===== src/wotp_pkg.sv =====
// Constants, command codes and helpers for the wiper and one-time-programmable store block.
// Assumes a 250 MHz core clock; every consumer imports the whole package.
package wotp_pkg;

   // Frame layout
   localparam int          FRAME_W      = 16;
   localparam int          WIPER_W      = 10;
   localparam int          CMD_MSB      = 13;
   localparam int          CMD_LSB      = 10;
   localparam int          ADDR_MSB     = 4;
   localparam int          BITCNT_W     = 4;

   // Command codes
   localparam logic [3:0]  CMD_NOP      = 4'h0;
   localparam logic [3:0]  CMD_WR_WIPER = 4'h1;
   localparam logic [3:0]  CMD_RD_WIPER = 4'h2;
   localparam logic [3:0]  CMD_STORE    = 4'h3;
   localparam logic [3:0]  CMD_REFRESH  = 4'h4;
   localparam logic [3:0]  CMD_RD_MEM   = 4'h5;
   localparam logic [3:0]  CMD_WR_CTRL  = 4'h6;
   localparam logic [3:0]  CMD_RD_CTRL  = 4'h7;
   localparam logic [3:0]  CMD_SHUTDOWN = 4'h8;

   // Control field positions within the data bits
   localparam int          CTRL_PROG_EN = 0;
   localparam int          CTRL_WR_EN   = 1;
   localparam int          CTRL_CAL     = 2;
   localparam int          CTRL_OK      = 3;

   // Reset values
   localparam logic        CTRL_RESET   = 1'b0;
   localparam logic [9:0]  MIDSCALE     = 10'h200;

   // Stored slots and status addresses
   localparam int          SLOT_COUNT   = 20;
   localparam int          SLOT_AW      = 5;
   localparam logic [4:0]  ADDR_LAST    = 5'h13;
   localparam logic [4:0]  ADDR_THERMO_LO = 5'h14;
   localparam logic [4:0]  ADDR_THERMO_HI = 5'h15;
   localparam int          THERMO_W     = 10;

   // Store timing
   localparam int          CLK_MHZ      = 250;
   localparam int          STORE_TIME_US = 8000;
   localparam int          STORE_CYCLES = STORE_TIME_US * CLK_MHZ;

   // Pads a data field into a full output word
   function automatic logic [FRAME_W-1:0] pad_word(input logic [WIPER_W-1:0] d);
      pad_word = {{(FRAME_W-WIPER_W){1'b0}}, d};
   endfunction

   // Thermometer code of how many slots above base are used, capped at THERMO_W
   function automatic logic [THERMO_W-1:0] thermo(input logic [SLOT_AW-1:0] used,
                                                  input logic [SLOT_AW-1:0] base);
      logic [THERMO_W-1:0] t;
      t = '0;
      for (int i = 0; i < THERMO_W; i++) begin
         if (used > (base + SLOT_AW'(i))) begin
            t[i] = 1'b1;
         end
      end
      thermo = t;
   endfunction

endpackage


===== src/wotp_sync.sv =====
// Two-flop synchronisers for a group of asynchronous pins.
// Assumes each bit is an independent level; no bus coherence is implied.
`timescale 1ns/1ps
`default_nettype none
module wotp_sync
   import wotp_pkg::*;
#(
   parameter int             W       = 4,
   parameter logic [W-1:0]   RST_VAL = '0
) (
   // Clock and reset
   input  wire logic         ref_clk_i,
   input  wire logic         rst_b_i,
   // Pins in, synchronised levels out
   input  wire logic [W-1:0] async_i,
   output logic      [W-1:0] sync_o
);

   typedef struct packed {
      logic [W-1:0] meta;
      logic [W-1:0] stable;
   } wotp_sync_t;

   wotp_sync_t s;
   wotp_sync_t next_s;

   always_comb begin
      next_s        = s;
      next_s.meta   = async_i;
      next_s.stable = s.meta;
   end

   always_ff @(posedge ref_clk_i or negedge rst_b_i) begin
      if (!rst_b_i) begin
         s <= '{meta: RST_VAL, stable: RST_VAL};
      end else begin
         s <= next_s;
      end
   end

   assign sync_o = s.stable;

endmodule
`default_nettype wire


===== src/wotp_mem.sv =====
// Storage array for the programmed wiper slots, one write port and one registered read port.
// Contents are undefined until written; the owner only reads slots it has written.
`timescale 1ns/1ps
`default_nettype none
module wotp_mem
   import wotp_pkg::*;
#(
   parameter int DW    = WIPER_W,
   parameter int DEPTH = SLOT_COUNT,
   parameter int AW    = SLOT_AW
) (
   // Clock
   input  wire logic          ref_clk_i,
   // Write port
   input  wire logic          we_i,
   input  wire logic [AW-1:0] waddr_i,
   input  wire logic [DW-1:0] wdata_i,
   // Read port
   input  wire logic [AW-1:0] raddr_i,
   output logic      [DW-1:0] rdata_o
);

   logic [DW-1:0] cells [DEPTH];

   // Read data lands one edge after the address is presented
   always_ff @(posedge ref_clk_i) begin
      if (we_i) begin
         cells[waddr_i] <= wdata_i;
      end
      rdata_o <= cells[raddr_i];
   end

endmodule
`default_nettype wire


===== src/wotp_ctrl.sv =====
// Control register, wiper register, serial frame decode and slot store sequencer.
// Assumes serial pins are asynchronous to ref_clk_i and the serial clock is well below it.
`timescale 1ns/1ps
`default_nettype none
module wotp_ctrl
   import wotp_pkg::*;
#(
   parameter int STORE_CYC = STORE_CYCLES
) (
   // Clock and reset
   input  wire logic               ref_clk_i,
   input  wire logic               rst_b_i,
   // Serial link pins
   input  wire logic               sclk_i,
   input  wire logic               sdin_i,
   input  wire logic               frame_select_n_i,
   output logic                    sdo_o,
   // Hardware reset pin, rising edge refreshes the wiper only while idle and no store is starting; dropped during a store or reload
   input  wire logic               hw_reset_n_i,
   // Device outputs
   output logic                    program_done_o,
   output logic [WIPER_W-1:0]      wiper_o,
   output logic                    calibration_select_o
);

   localparam int                  TIMER_W  = $clog2(STORE_CYC + 1);
   localparam logic [TIMER_W-1:0]  TIMER_END = TIMER_W'(STORE_CYC - 1);

   // Positions of the pins inside the synchroniser group
   localparam int                  PIN_CNT  = 4;
   localparam int                  PIN_CS   = 0;
   localparam int                  PIN_SCLK = 1;
   localparam int                  PIN_SDIN = 2;
   localparam int                  PIN_HWR  = 3;
   // Idle levels: reset pin high, data and clock low, select high
   localparam logic [PIN_CNT-1:0]  PIN_IDLE = 4'h9;

   typedef enum logic [2:0] {
      ST_IDLE,
      ST_RST_ADDR,
      ST_RST_WAIT,
      ST_RST_LOAD,
      ST_PROG,
      ST_VER_WAIT,
      ST_VER_CHK
   } wotp_state_t;

   typedef struct packed {
      wotp_state_t          state;
      logic                 sclk_q;
      logic                 cs_q;
      logic                 hwr_q;
      logic [FRAME_W-1:0]   rx;
      logic [FRAME_W-1:0]   tx;
      logic [BITCNT_W-1:0]  bit_cnt;
      logic                 bits_seen;
      logic                 sdo;
      logic [WIPER_W-1:0]   wiper;
      logic                 prog_en;
      logic                 wr_en;
      logic                 cal;
      logic                 ok;
      logic [SLOT_AW-1:0]   used;
      logic [FRAME_W-1:0]   resp;
      logic                 resp_mem;
      logic [SLOT_AW-1:0]   raddr;
      logic                 we;
      logic [SLOT_AW-1:0]   waddr;
      logic [WIPER_W-1:0]   wdata;
      logic [TIMER_W-1:0]   timer;
      logic                 done;
   } wotp_ctrl_t;

   localparam wotp_ctrl_t RESET_S = '{
      state:     ST_RST_ADDR,
      sclk_q:    1'b0,
      cs_q:      1'b1,
      hwr_q:     1'b1,
      rx:        '0,
      tx:        '0,
      bit_cnt:   '0,
      bits_seen: 1'b0,
      sdo:       1'b0,
      wiper:     MIDSCALE,
      prog_en:   CTRL_RESET,
      wr_en:     CTRL_RESET,
      cal:       CTRL_RESET,
      ok:        CTRL_RESET,
      used:      '0,
      resp:      '0,
      resp_mem:  1'b0,
      raddr:     '0,
      we:        1'b0,
      waddr:     '0,
      wdata:     '0,
      timer:     '0,
      done:      1'b1
   };

   wotp_ctrl_t          s;
   wotp_ctrl_t          next_s;
   logic [PIN_CNT-1:0]  pins_sync;
   logic [WIPER_W-1:0]  mem_rdata;

   // Serial clock, data, select and reset pin; idle levels keep edges quiet at release
   wotp_sync #(
      .W       (PIN_CNT),
      .RST_VAL (PIN_IDLE)
   ) u_sync (
      .ref_clk_i (ref_clk_i),
      .rst_b_i   (rst_b_i),
      .async_i   ({hw_reset_n_i, sdin_i, sclk_i, frame_select_n_i}),
      .sync_o    (pins_sync)
   );

   wotp_mem #(
      .DW    (WIPER_W),
      .DEPTH (SLOT_COUNT),
      .AW    (SLOT_AW)
   ) u_mem (
      .ref_clk_i (ref_clk_i),
      .we_i      (s.we),
      .waddr_i   (s.waddr),
      .wdata_i   (s.wdata),
      .raddr_i   (s.raddr),
      .rdata_o   (mem_rdata)
   );

   always_comb begin
      logic                cs_s;
      logic                sclk_s;
      logic                sdin_s;
      logic                hwr_s;
      logic                cs_fall;
      logic                cs_rise;
      logic                sclk_fall;
      logic                hw_rise;
      logic                frame_ok;
      logic                refresh;
      logic [3:0]          cmd;
      logic [WIPER_W-1:0]  data;
      logic [SLOT_AW-1:0]  addr;
      logic [FRAME_W-1:0]  load_word;

      cs_s      = pins_sync[PIN_CS];
      sclk_s    = pins_sync[PIN_SCLK];
      sdin_s    = pins_sync[PIN_SDIN];
      hwr_s     = pins_sync[PIN_HWR];
      cs_fall   = !cs_s && s.cs_q;
      cs_rise   = cs_s && !s.cs_q;
      sclk_fall = !sclk_s && s.sclk_q;
      hw_rise   = hwr_s && !s.hwr_q;
      cmd       = s.rx[CMD_MSB:CMD_LSB];
      data      = s.rx[WIPER_W-1:0];
      addr      = s.rx[ADDR_MSB:0];
      load_word = s.resp_mem ? pad_word(mem_rdata) : s.resp;
      refresh   = 1'b0;
      // Frames arriving while a store or refresh runs are dropped whole
      frame_ok  = cs_rise && s.bits_seen && (s.bit_cnt == '0) && (s.state == ST_IDLE);

      next_s        = s;
      next_s.we     = 1'b0;
      next_s.sclk_q = sclk_s;
      next_s.cs_q   = cs_s;
      next_s.hwr_q  = hwr_s;

      // Shift path: first output bit is ready at select, later ones change on falling edges
      if (cs_fall) begin
         next_s.tx        = load_word;
         next_s.sdo       = load_word[FRAME_W-1];
         next_s.bit_cnt   = '0;
         next_s.bits_seen = 1'b0;
      end else if (!cs_s && sclk_fall) begin
         next_s.rx        = {s.rx[FRAME_W-2:0], sdin_s};
         next_s.tx        = {s.tx[FRAME_W-2:0], sdin_s};
         next_s.sdo       = s.tx[FRAME_W-2];
         next_s.bit_cnt   = s.bit_cnt + BITCNT_W'(1);
         next_s.bits_seen = 1'b1;
      end

      if (frame_ok) begin
         // Default answer echoes the frame just decoded
         next_s.resp     = s.rx;
         next_s.resp_mem = 1'b0;
         unique case (cmd)
            CMD_WR_WIPER: begin
               if (s.wr_en) begin
                  next_s.wiper = data;
               end
            end
            CMD_RD_WIPER: begin
               next_s.resp = pad_word(s.wiper);
            end
            CMD_STORE: begin
               if (s.prog_en) begin
                  if (s.used < SLOT_AW'(SLOT_COUNT)) begin
                     next_s.we    = 1'b1;
                     next_s.waddr = s.used;
                     next_s.wdata = s.wiper;
                     next_s.ok    = 1'b0;
                     next_s.timer = '0;
                     next_s.state = ST_PROG;
                  end else begin
                     next_s.ok = 1'b0;
                  end
               end
            end
            CMD_REFRESH: begin
               refresh = 1'b1;
            end
            CMD_RD_MEM: begin
               if (addr <= ADDR_LAST) begin
                  if (addr < s.used) begin
                     next_s.raddr    = addr;
                     next_s.resp_mem = 1'b1;
                  end else begin
                     next_s.resp = '0;
                  end
               end else if (addr == ADDR_THERMO_LO) begin
                  next_s.resp = pad_word(thermo(s.used, '0));
               end else if (addr == ADDR_THERMO_HI) begin
                  next_s.resp = pad_word(thermo(s.used, SLOT_AW'(THERMO_W)));
               end else begin
                  next_s.resp = '0;
               end
            end
            CMD_WR_CTRL: begin
               next_s.prog_en = data[CTRL_PROG_EN];
               next_s.wr_en   = data[CTRL_WR_EN];
               next_s.cal     = data[CTRL_CAL];
               // Dropping write enable freezes the wiper back onto the stored value
               if (s.wr_en && !data[CTRL_WR_EN]) begin
                  next_s.state = ST_RST_ADDR;
               end
            end
            CMD_RD_CTRL: begin
               next_s.resp = pad_word({{(WIPER_W-4){1'b0}}, s.ok, s.cal, s.wr_en, s.prog_en});
            end
            default: begin
               // No-op, shutdown and unused codes change no state here
            end
         endcase
      end

      // Reset pin edge or refresh command: reload wiper and restore control defaults.
      // A pin edge meeting a store decode is dropped so the started write is still checked.
      if ((hw_rise && (s.state == ST_IDLE) && (next_s.state != ST_PROG)) || refresh) begin
         next_s.prog_en  = CTRL_RESET;
         next_s.wr_en    = CTRL_RESET;
         next_s.cal      = CTRL_RESET;
         next_s.ok       = CTRL_RESET;
         next_s.resp_mem = 1'b0;
         next_s.state    = ST_RST_ADDR;
      end

      unique case (s.state)
         ST_IDLE: begin
         end
         ST_RST_ADDR: begin
            if (s.used == '0) begin
               next_s.wiper = MIDSCALE;
               next_s.state = ST_IDLE;
            end else begin
               next_s.raddr = s.used - SLOT_AW'(1);
               next_s.state = ST_RST_WAIT;
            end
         end
         ST_RST_WAIT: begin
            next_s.state = ST_RST_LOAD;
         end
         ST_RST_LOAD: begin
            next_s.wiper = mem_rdata;
            next_s.state = ST_IDLE;
         end
         ST_PROG: begin
            // The array write lands on the first counted cycle; the count sets the store length
            next_s.timer = s.timer + TIMER_W'(1);
            if (s.timer == TIMER_END) begin
               next_s.raddr = s.waddr;
               next_s.state = ST_VER_WAIT;
            end
         end
         ST_VER_WAIT: begin
            next_s.state = ST_VER_CHK;
         end
         ST_VER_CHK: begin
            // A slot is spent whether or not the check passes
            next_s.ok    = (mem_rdata == s.wdata);
            next_s.used  = s.used + SLOT_AW'(1);
            next_s.state = ST_IDLE;
         end
         default: begin
            // Unused state code: recover through a refresh so the wiper is reloaded
            next_s.state = ST_RST_ADDR;
         end
      endcase

      // Taken from the next state so done falls on the edge that raises the write pulse
      next_s.done = !((next_s.state == ST_PROG) || (next_s.state == ST_VER_WAIT) ||
                      (next_s.state == ST_VER_CHK));
   end

   always_ff @(posedge ref_clk_i or negedge rst_b_i) begin
      if (!rst_b_i) begin
         s <= RESET_S;
      end else begin
         s <= next_s;
      end
   end

   assign sdo_o                = s.sdo;
   assign program_done_o       = s.done;
   assign wiper_o              = s.wiper;
   assign calibration_select_o = s.cal;

endmodule
`default_nettype wire


===== config.mk =====
export PLATFORM = sky130hd
export DESIGN_NAME = wotp_ctrl
export DESIGN_NICKNAME = d
export VERILOG_FILES = /design/src/wotp_pkg.sv /design/src/wotp_sync.sv /design/src/wotp_mem.sv /design/src/wotp_ctrl.sv
export SDC_FILE = /design/constraint.sdc
export NUM_CORES = 1
export LEC_CHECK = 0
export BUFFER_PORTS_ARGS = -buffer_cell sky130_fd_sc_hd__buf_2
export CELL_PAD_IN_SITES_DETAIL_PLACEMENT = 0
export CELL_PAD_IN_SITES_GLOBAL_PLACEMENT = 2
export CORE_MARGIN = 2
export CORE_UTILIZATION = 46
export DETAILED_ROUTE_END_ITERATION = 10
export PLACE_DENSITY = 0.81
export SLEW_MARGIN = 20
export SYNTH_ARGS = -nofsm -noshare
export SYNTH_HDL_FRONTEND = slang
export SYNTH_HIERARCHICAL = 1
export SYNTH_SLANG_ARGS = --single-unit

===== constraint.sdc =====
create_clock -name ref_clk_i -period 3.7 [get_ports ref_clk_i]
set_clock_uncertainty 0.15 [all_clocks]
set_input_delay 0 -clock ref_clk_i [delete_from_list [all_inputs] [get_ports ref_clk_i]]
set_output_delay 0 -clock ref_clk_i [all_outputs]
set_load 0.1 [all_outputs]

==> results of run 1 <==
-- metal layers --
metal | global-route usage | part of all wire | vias to the layer above
met2 | 0.346 | 0.49 | 217
met1 | 0.299 | 0.46 | 4517
met3 | 0.0313 | 0.041 | 37
met5 | 0 | 0 | -
li1 | - | - | 4072
met4 | 0.0390 | 0.012 | 0
-- layout by cell type, fill, tap and decap left out, types with 21 or more instances in the layout --
master,instances
a21oi_1,31
mux2i_1,66
mux4_1,21
o21ai_0,55
nand2_1,95
a22oi_1,41
dfrtp_1,120
mux2_2,27
clkbuf_16,39
edfxtp_1,200
inv_1,23
nand3_1,26
nor2_1,65
-- how the worst min path moves through the flow --
stage,end,cells after the start
floorplan,calibration_select_o,0
global placement,s[29],1
detailed placement,s[29],1
CTS,u_sync/sync_o[3],0
global route,u_sync/sync_o[3],0
finish,u_sync/sync_o[3],0
-- layout make-up --
type / instances / area (sq um)
Tap cell: 402 / 503
Inverter: 25 / 93.8
Clock buffer: 62 / 1150
Multi-Input combinational cell: 633 / 4720
Clock inverter: 8 / 135
Sequential cell: 340 / 9470
Timing Repair Buffer: 46 / 352
Fill cell: 2667 / 15000
-- critical path, delay by kind of cell, from the launching register on --
| family | cells | cell delay [ns] |
|---|---|---|
| and+or+nand+nor | 1 | 0.42 |
| adders and majority gates | 1 | 0.41 |
| muxes | 1 | 0.27 |
| AOI/OAI and AO/OA | 3 | 0.35 |
| buffers and inverters | 2 | 0.56 |
| DFF | 1 | 0.56 |
-- registers in the layout, summed over array words and instances (netlist names) --
| name | count |
|---|---|
| wiper_o | 10 |
| u_sync/next_s | 4 |
| u_mem/cells | 200 |
| calibration_select_o | 1 |
| program_done_o | 1 |
| s | 109 |
| sdo_o | 1 |
| u_sync/sync_o | 4 |
| u_mem/rdata_o | 10 |
-- cells by family (layout without fill, tap and decap cells) --
logic type,Yosys count,in the layout
xor+xnor,16,16
mux,123,123
compound gates,217,217
simple gates,266,266
buf+inv,87,141
flops,340,340
fa+ha+maj,11,11
-- stage by stage --
stage / instances / worst slack (ns) / total power (W) / util / hold WS [ns]
2_1_floorplan: 1060 / 1.03 / 0.00439 / - / -0.446
3_3_place_gp: 1435 / 0.834 / 0.00451 / 0.477 / -0.0606
3_5_place_dp: 1435 / 0.879 / 0.00451 / 0.477 / -0.0576
4_1_cts: 1516 / 0.873 / 0.00835 / 0.522 / 0.193
5_1_grt: 1516 / 0.708 / 0.00857 / 0.522 / 0.195
6_report: 1516 / 0.833 / 0.00828 / 0.522 / 0.192
-- power breakdown --
group / internal [W] / switching [W] / leakage [nW]
logic: 0.000121 / 0.000152 / 1.55
registers: 0.00408 / 0.0000979 / 3.20
clock network: 0.00235 / 0.00148 / 0.626
==> results.md, run 1 <==
- Top FF cell, synth: edfxtp_1
- Clock latency at the later pin of the worst-skew pair: ~0.53 ns
- Post-DP HPWL: 22.5 mm
- Top-count cell post-synth: edfxtp_1
- Main combinational cell family by area after synthesis: multiplexers
- Simple-gate share of the synthesized area: 0.0880
- Full die area: ~0.033 sq mm
- Area grow syn2layout: 12.3%
- Die H: 182 microns
- End of the critical path: s[40]
- Drt first-iter violations: 633
- Final Hold Fails: 0
- Clock Sinks: 340
- Longest Clk Path Bufs: 3
- Worst-path clk slew: 0.06 ns
- Total grt overflow: 0
- Element type at the critical path end: flop
- Hold_sp: u_sync/next_s[3]
- Outcome: finished, final reports clean
- Syn. warnings: 6
- Final number of setup-violating endpoints: 0
- Synth top area share: 0.410
- Die Wd: 182 microns
- Post-synthesis adder-cell area fraction: 0.00941
- CP Launch Type: flop
- Tcrit/Tclk final: 0.775
- VDD IR max: ~0.33 mV
- Fin. max-slew vios: 0
- ANT nets after route: 0
- WL final: 34.3 mm
- First-pass DRT Iterations: 7
- Arr. time, crit path: 3.10 ns
- Area leader, netlist: edfxtp_1
- FP Rows: between 60 and 70
- Ant. Diodes: 0
- Placed Area: 0.0150 sq mm
- Num CTS Buffers: 38
- H-Tree Level Count: 2
- RR Endpoint: s[40]
- Global-route usage over all layers: 0.209
- Max-Cap Viols: 0
- Setup_tns: 0 ns
- Pwr dens: 504 mW/mm^2
- Number of enable flip-flop cells after synthesis: 200
- Root Buffer: clkbuf_16
- Hold bufs inserted after CTS: 11
- Crit path cell chain: clkinv_1, ha_1, a211oi_1, o21ai_0, buf_4, nor3_4, mux2i_1, o31ai_2
- Crit-path max FO: 10
- Initial antenna violation count: 0
- Reg-to-Reg Start: s[64]
- Worst-Margin Slew: 1.18 ns
- Routed length per instance: 22.6 microns
- Critical Path Start: s[64]
- Relative slew slack: 0.208
- IO Pins: 19
- R2R setup slack: 0.83 ns
- CTS tree: built
- Final net count: 1,101
- Vias post-DR: 8,843
- Leakage Power: 5.38 nW
- Slowest cell on crit path: dfrtp_1
- Fmax: 349 MHz
- Drt drc: 0
- Mux share of post-synthesis cell area: 0.117
- Core area: 0.0315 sq mm
- Seq cells post-synth: 340
- Pin count of the biggest net entering global routing: 75
- CP max stage delay: roughly 0.56 ns
- Initial Utilization: 0.465
- Setup Buffers After CTS: 0
- Distinct cell type count after synthesis: 74
- Reg2reg path depth: 8
- CP Data Required Time: 3.94 ns
- Post-route cell area: approximately 0.016 sq mm
- Avg Cell Area, Syn: 13.8 sq um
- Min-delay worst type: flop to flop
- First-pass GRT wire length: between 50 and 60 mm
- Post-synthesis compound-gate area fraction: 0.0977
- Layout cell share with drive strength beyond 1: 0.137
- Vias in the first global route: 8,649
- Sequential share of the synthesized area: 0.647
- Post-synth ARST share: 0.382
- Gate Count Post-Synth: approximately 1,100
- Post-Syn Area: 0.0146 sq mm
- WS Path Type: flop to flop
- Via density: 5.83
- CTS-repair resized insts: 0
- Synth Net Count: about 1,100
- IO Port Bufs: 18
- Period minus WS final: 2.87 ns
- Top cells by area, synth: edfxtp_1 (41%), dfrtp_1 (21%), mux2i_1 (4.5%), mux4_1 (3.8%), nand2_1 (2.4%)
- Synth cell count leaders: edfxtp_1 (200), dfrtp_1 (121), nand2_1 (95)
- Post-Synth XOR/XNOR Area: 0.00958
- RSZ-0062 raised after global routing: false
- GP Congestion: 0.837
Power figures use the tool's default switching activity.
==> run 2: changes to the inputs <==
- clock period: 3.7 -> 2.78 ns (I/O delays scaled with it)
==> results.md, run 2 (synthesized netlist as in run 1, its figures left out) <==
- Biggest register: u_mem/cells
- Die Wd: 182 microns
- Total grt overflow: 0
- Placed Area: 0.0154 sq mm
- Crit-path max FO: 9
- Leakage Power: 5.60 nW
- Vias post-DR: 8,888
- Full die area: about 0.033 sq mm
- Inst Count DP: 1,486
- Period minus WS final: 2.56 ns
- Initial Utilization: 0.465
- Max-Cap Viols: 0
- Fmax: ~400 MHz
- Global-route usage over all layers: 0.207
- R2R setup slack: 0.22 ns
- Root Buffer: clkbuf_16
- WL final: 33.8 mm
- Routed length per instance: 21.6 microns
- Clock Sinks: between 300 and 400
- Fin. max-slew vios: 0
- RR Endpoint: s[50]
- Outcome: finished, final reports clean
- CP Launch Type: flop
- Worst-Margin Slew: approximately 0.84 ns
- IO Port Bufs: 18
- IO Pins: 19
- Hold Path Sink: u_sync/sync_o[2]
- Worst Hold Depth: 0
- Pin count of the biggest net entering global routing: 62
- Post-DP HPWL: 22.4 mm
- GP Congestion: 0.890
- Min-delay worst type: flop to flop
- VDD IR max: approximately 0.46 mV
- Num CTS Buffers: 36
- Core area: 0.0315 sq mm
- Final number of setup-violating endpoints: 0
- RSZ-0062 raised after global routing: false
- ANT nets after route: 0
- Drt drc: 0
- Pwr Total: approximately 0.011 W
- Largest registers: u_mem/cells (200), s (109)
- Post-route cell area: 0.0167 sq mm
- CP max stage delay: 0.55 ns
- Layout cell share with drive strength beyond 1: 0.174
- Ant. Diodes: 0
- Setup Buffers After CTS: 0
- Final net count: 1,150
- Arr. time, crit path: around 2.8 ns
- Tcrit/Tclk final: 0.922
- Critical Path Start: s[61]
- Setup_tns: 0 ns
- Final Hold Fails: 0
- First-pass DRT Iterations: 5
- Element type at the critical path end: flop
- Min Hold Slack: 0.201 ns
- CTS tree: built
- Pwr dens: 641 mW/mm^2
- Worst-path clk slew: about 0.060 ns
- Initial antenna violation count: 0
- Crit path cell chain: inv_1, ha_1, a31oi_1, o21ai_0, nor2_1, o21a_1, a221o_1
- Via density: about 5.7
- FP Rows: 65
- CTS-repair resized insts: 0
- Most common cell after layout, fill and taps aside: edfxtp_1
- Commonest non-fill, non-tap cells in the layout: edfxtp_1 (200), dfrtp_1 (120), nand2_1 (95), mux2i_1 (66), buf_4 (66)
- WS Path Type: flop to flop
- Final Non-Filler Cells: 1,561
- Hold_sp: u_sync/next_s[2]
- Layout fillers: 2,621
- CP Data Required Time: between 3 and 4 ns
- Slowest cell on crit path: o21ai_0
- Vias in the first global route: around 8,900
- Reg-to-Reg Start: s[61]
- Max FFs per register: 200
- First-pass GRT wire length: 52.8 mm
- Relative slew slack: 0.440
- Longest Clk Path Bufs: 3
- Reg2reg path depth: 7
- Area grow syn2layout: 14.3%
- Drt first-iter violations: between 600 and 700
- H-Tree Level Count: 2
- Die H: 182 microns
- Hold bufs inserted after CTS: 11
- Clock latency at the later pin of the worst-skew pair: roughly 0.52 ns
[run 2: area by class of cell]
type / count / area [sq um] / share of cell area
clock buffers: 48 / 1010 / 0.0602
clock inverters: 16 / 170 / 0.0102
inverters: 25 / 93.8 / 0.00561
multi-input cells: 633 / 4720 / 0.282
flip-flops and latches: 340 / 9470 / 0.566
well taps: 402 / 503 / 0.0301
repair buffers: 97 / 759 / 0.0454
[run 2: where the power goes]
group	internal [W]	switching, W
registers	0.00543	0.0000822
clock network	0.00283	0.00192
logic	0.000192	0.000271
[run 2: per-layer routing]
layer,vias up,global-route usage,wire (microns)
met1,4431,0.295,15200
met3,64,0.0329,1710
met2,217,0.331,15900
met5,-,0,0
li1,4176,-,-
met4,0,0.0635,910
[run 2: worst max-delay path, delay by kind of cell, from the launching register on]
family / cells / cell delay [ns]
AO/OA/AOI/OAI: 4 / 1.23
adder cells (fa/ha/maj): 1 / 0.30
buffers and inverters: 1 / 0.13
flip-flops: 1 / 0.47
AND/OR/NAND/NOR: 1 / 0.17
[run 2: how the worst max path moves through the flow]
stage	to	slack, ns
floorplan	s[50]	0.11
global placement	s[50]	0.25
detailed placement	s[50]	0.22
CTS	s[50]	0.19
global route	s[50]	0.06
finish	s[50]	0.22
[run 2: per-stage QoR]
step,setup WS [ns],util
2_1_floorplan,0.115,-
3_3_place_gp,0.248,0.490
3_5_place_dp,0.218,0.490
4_1_cts,0.190,0.531
5_1_grt,0.0614,0.531
6_report,0.217,0.531
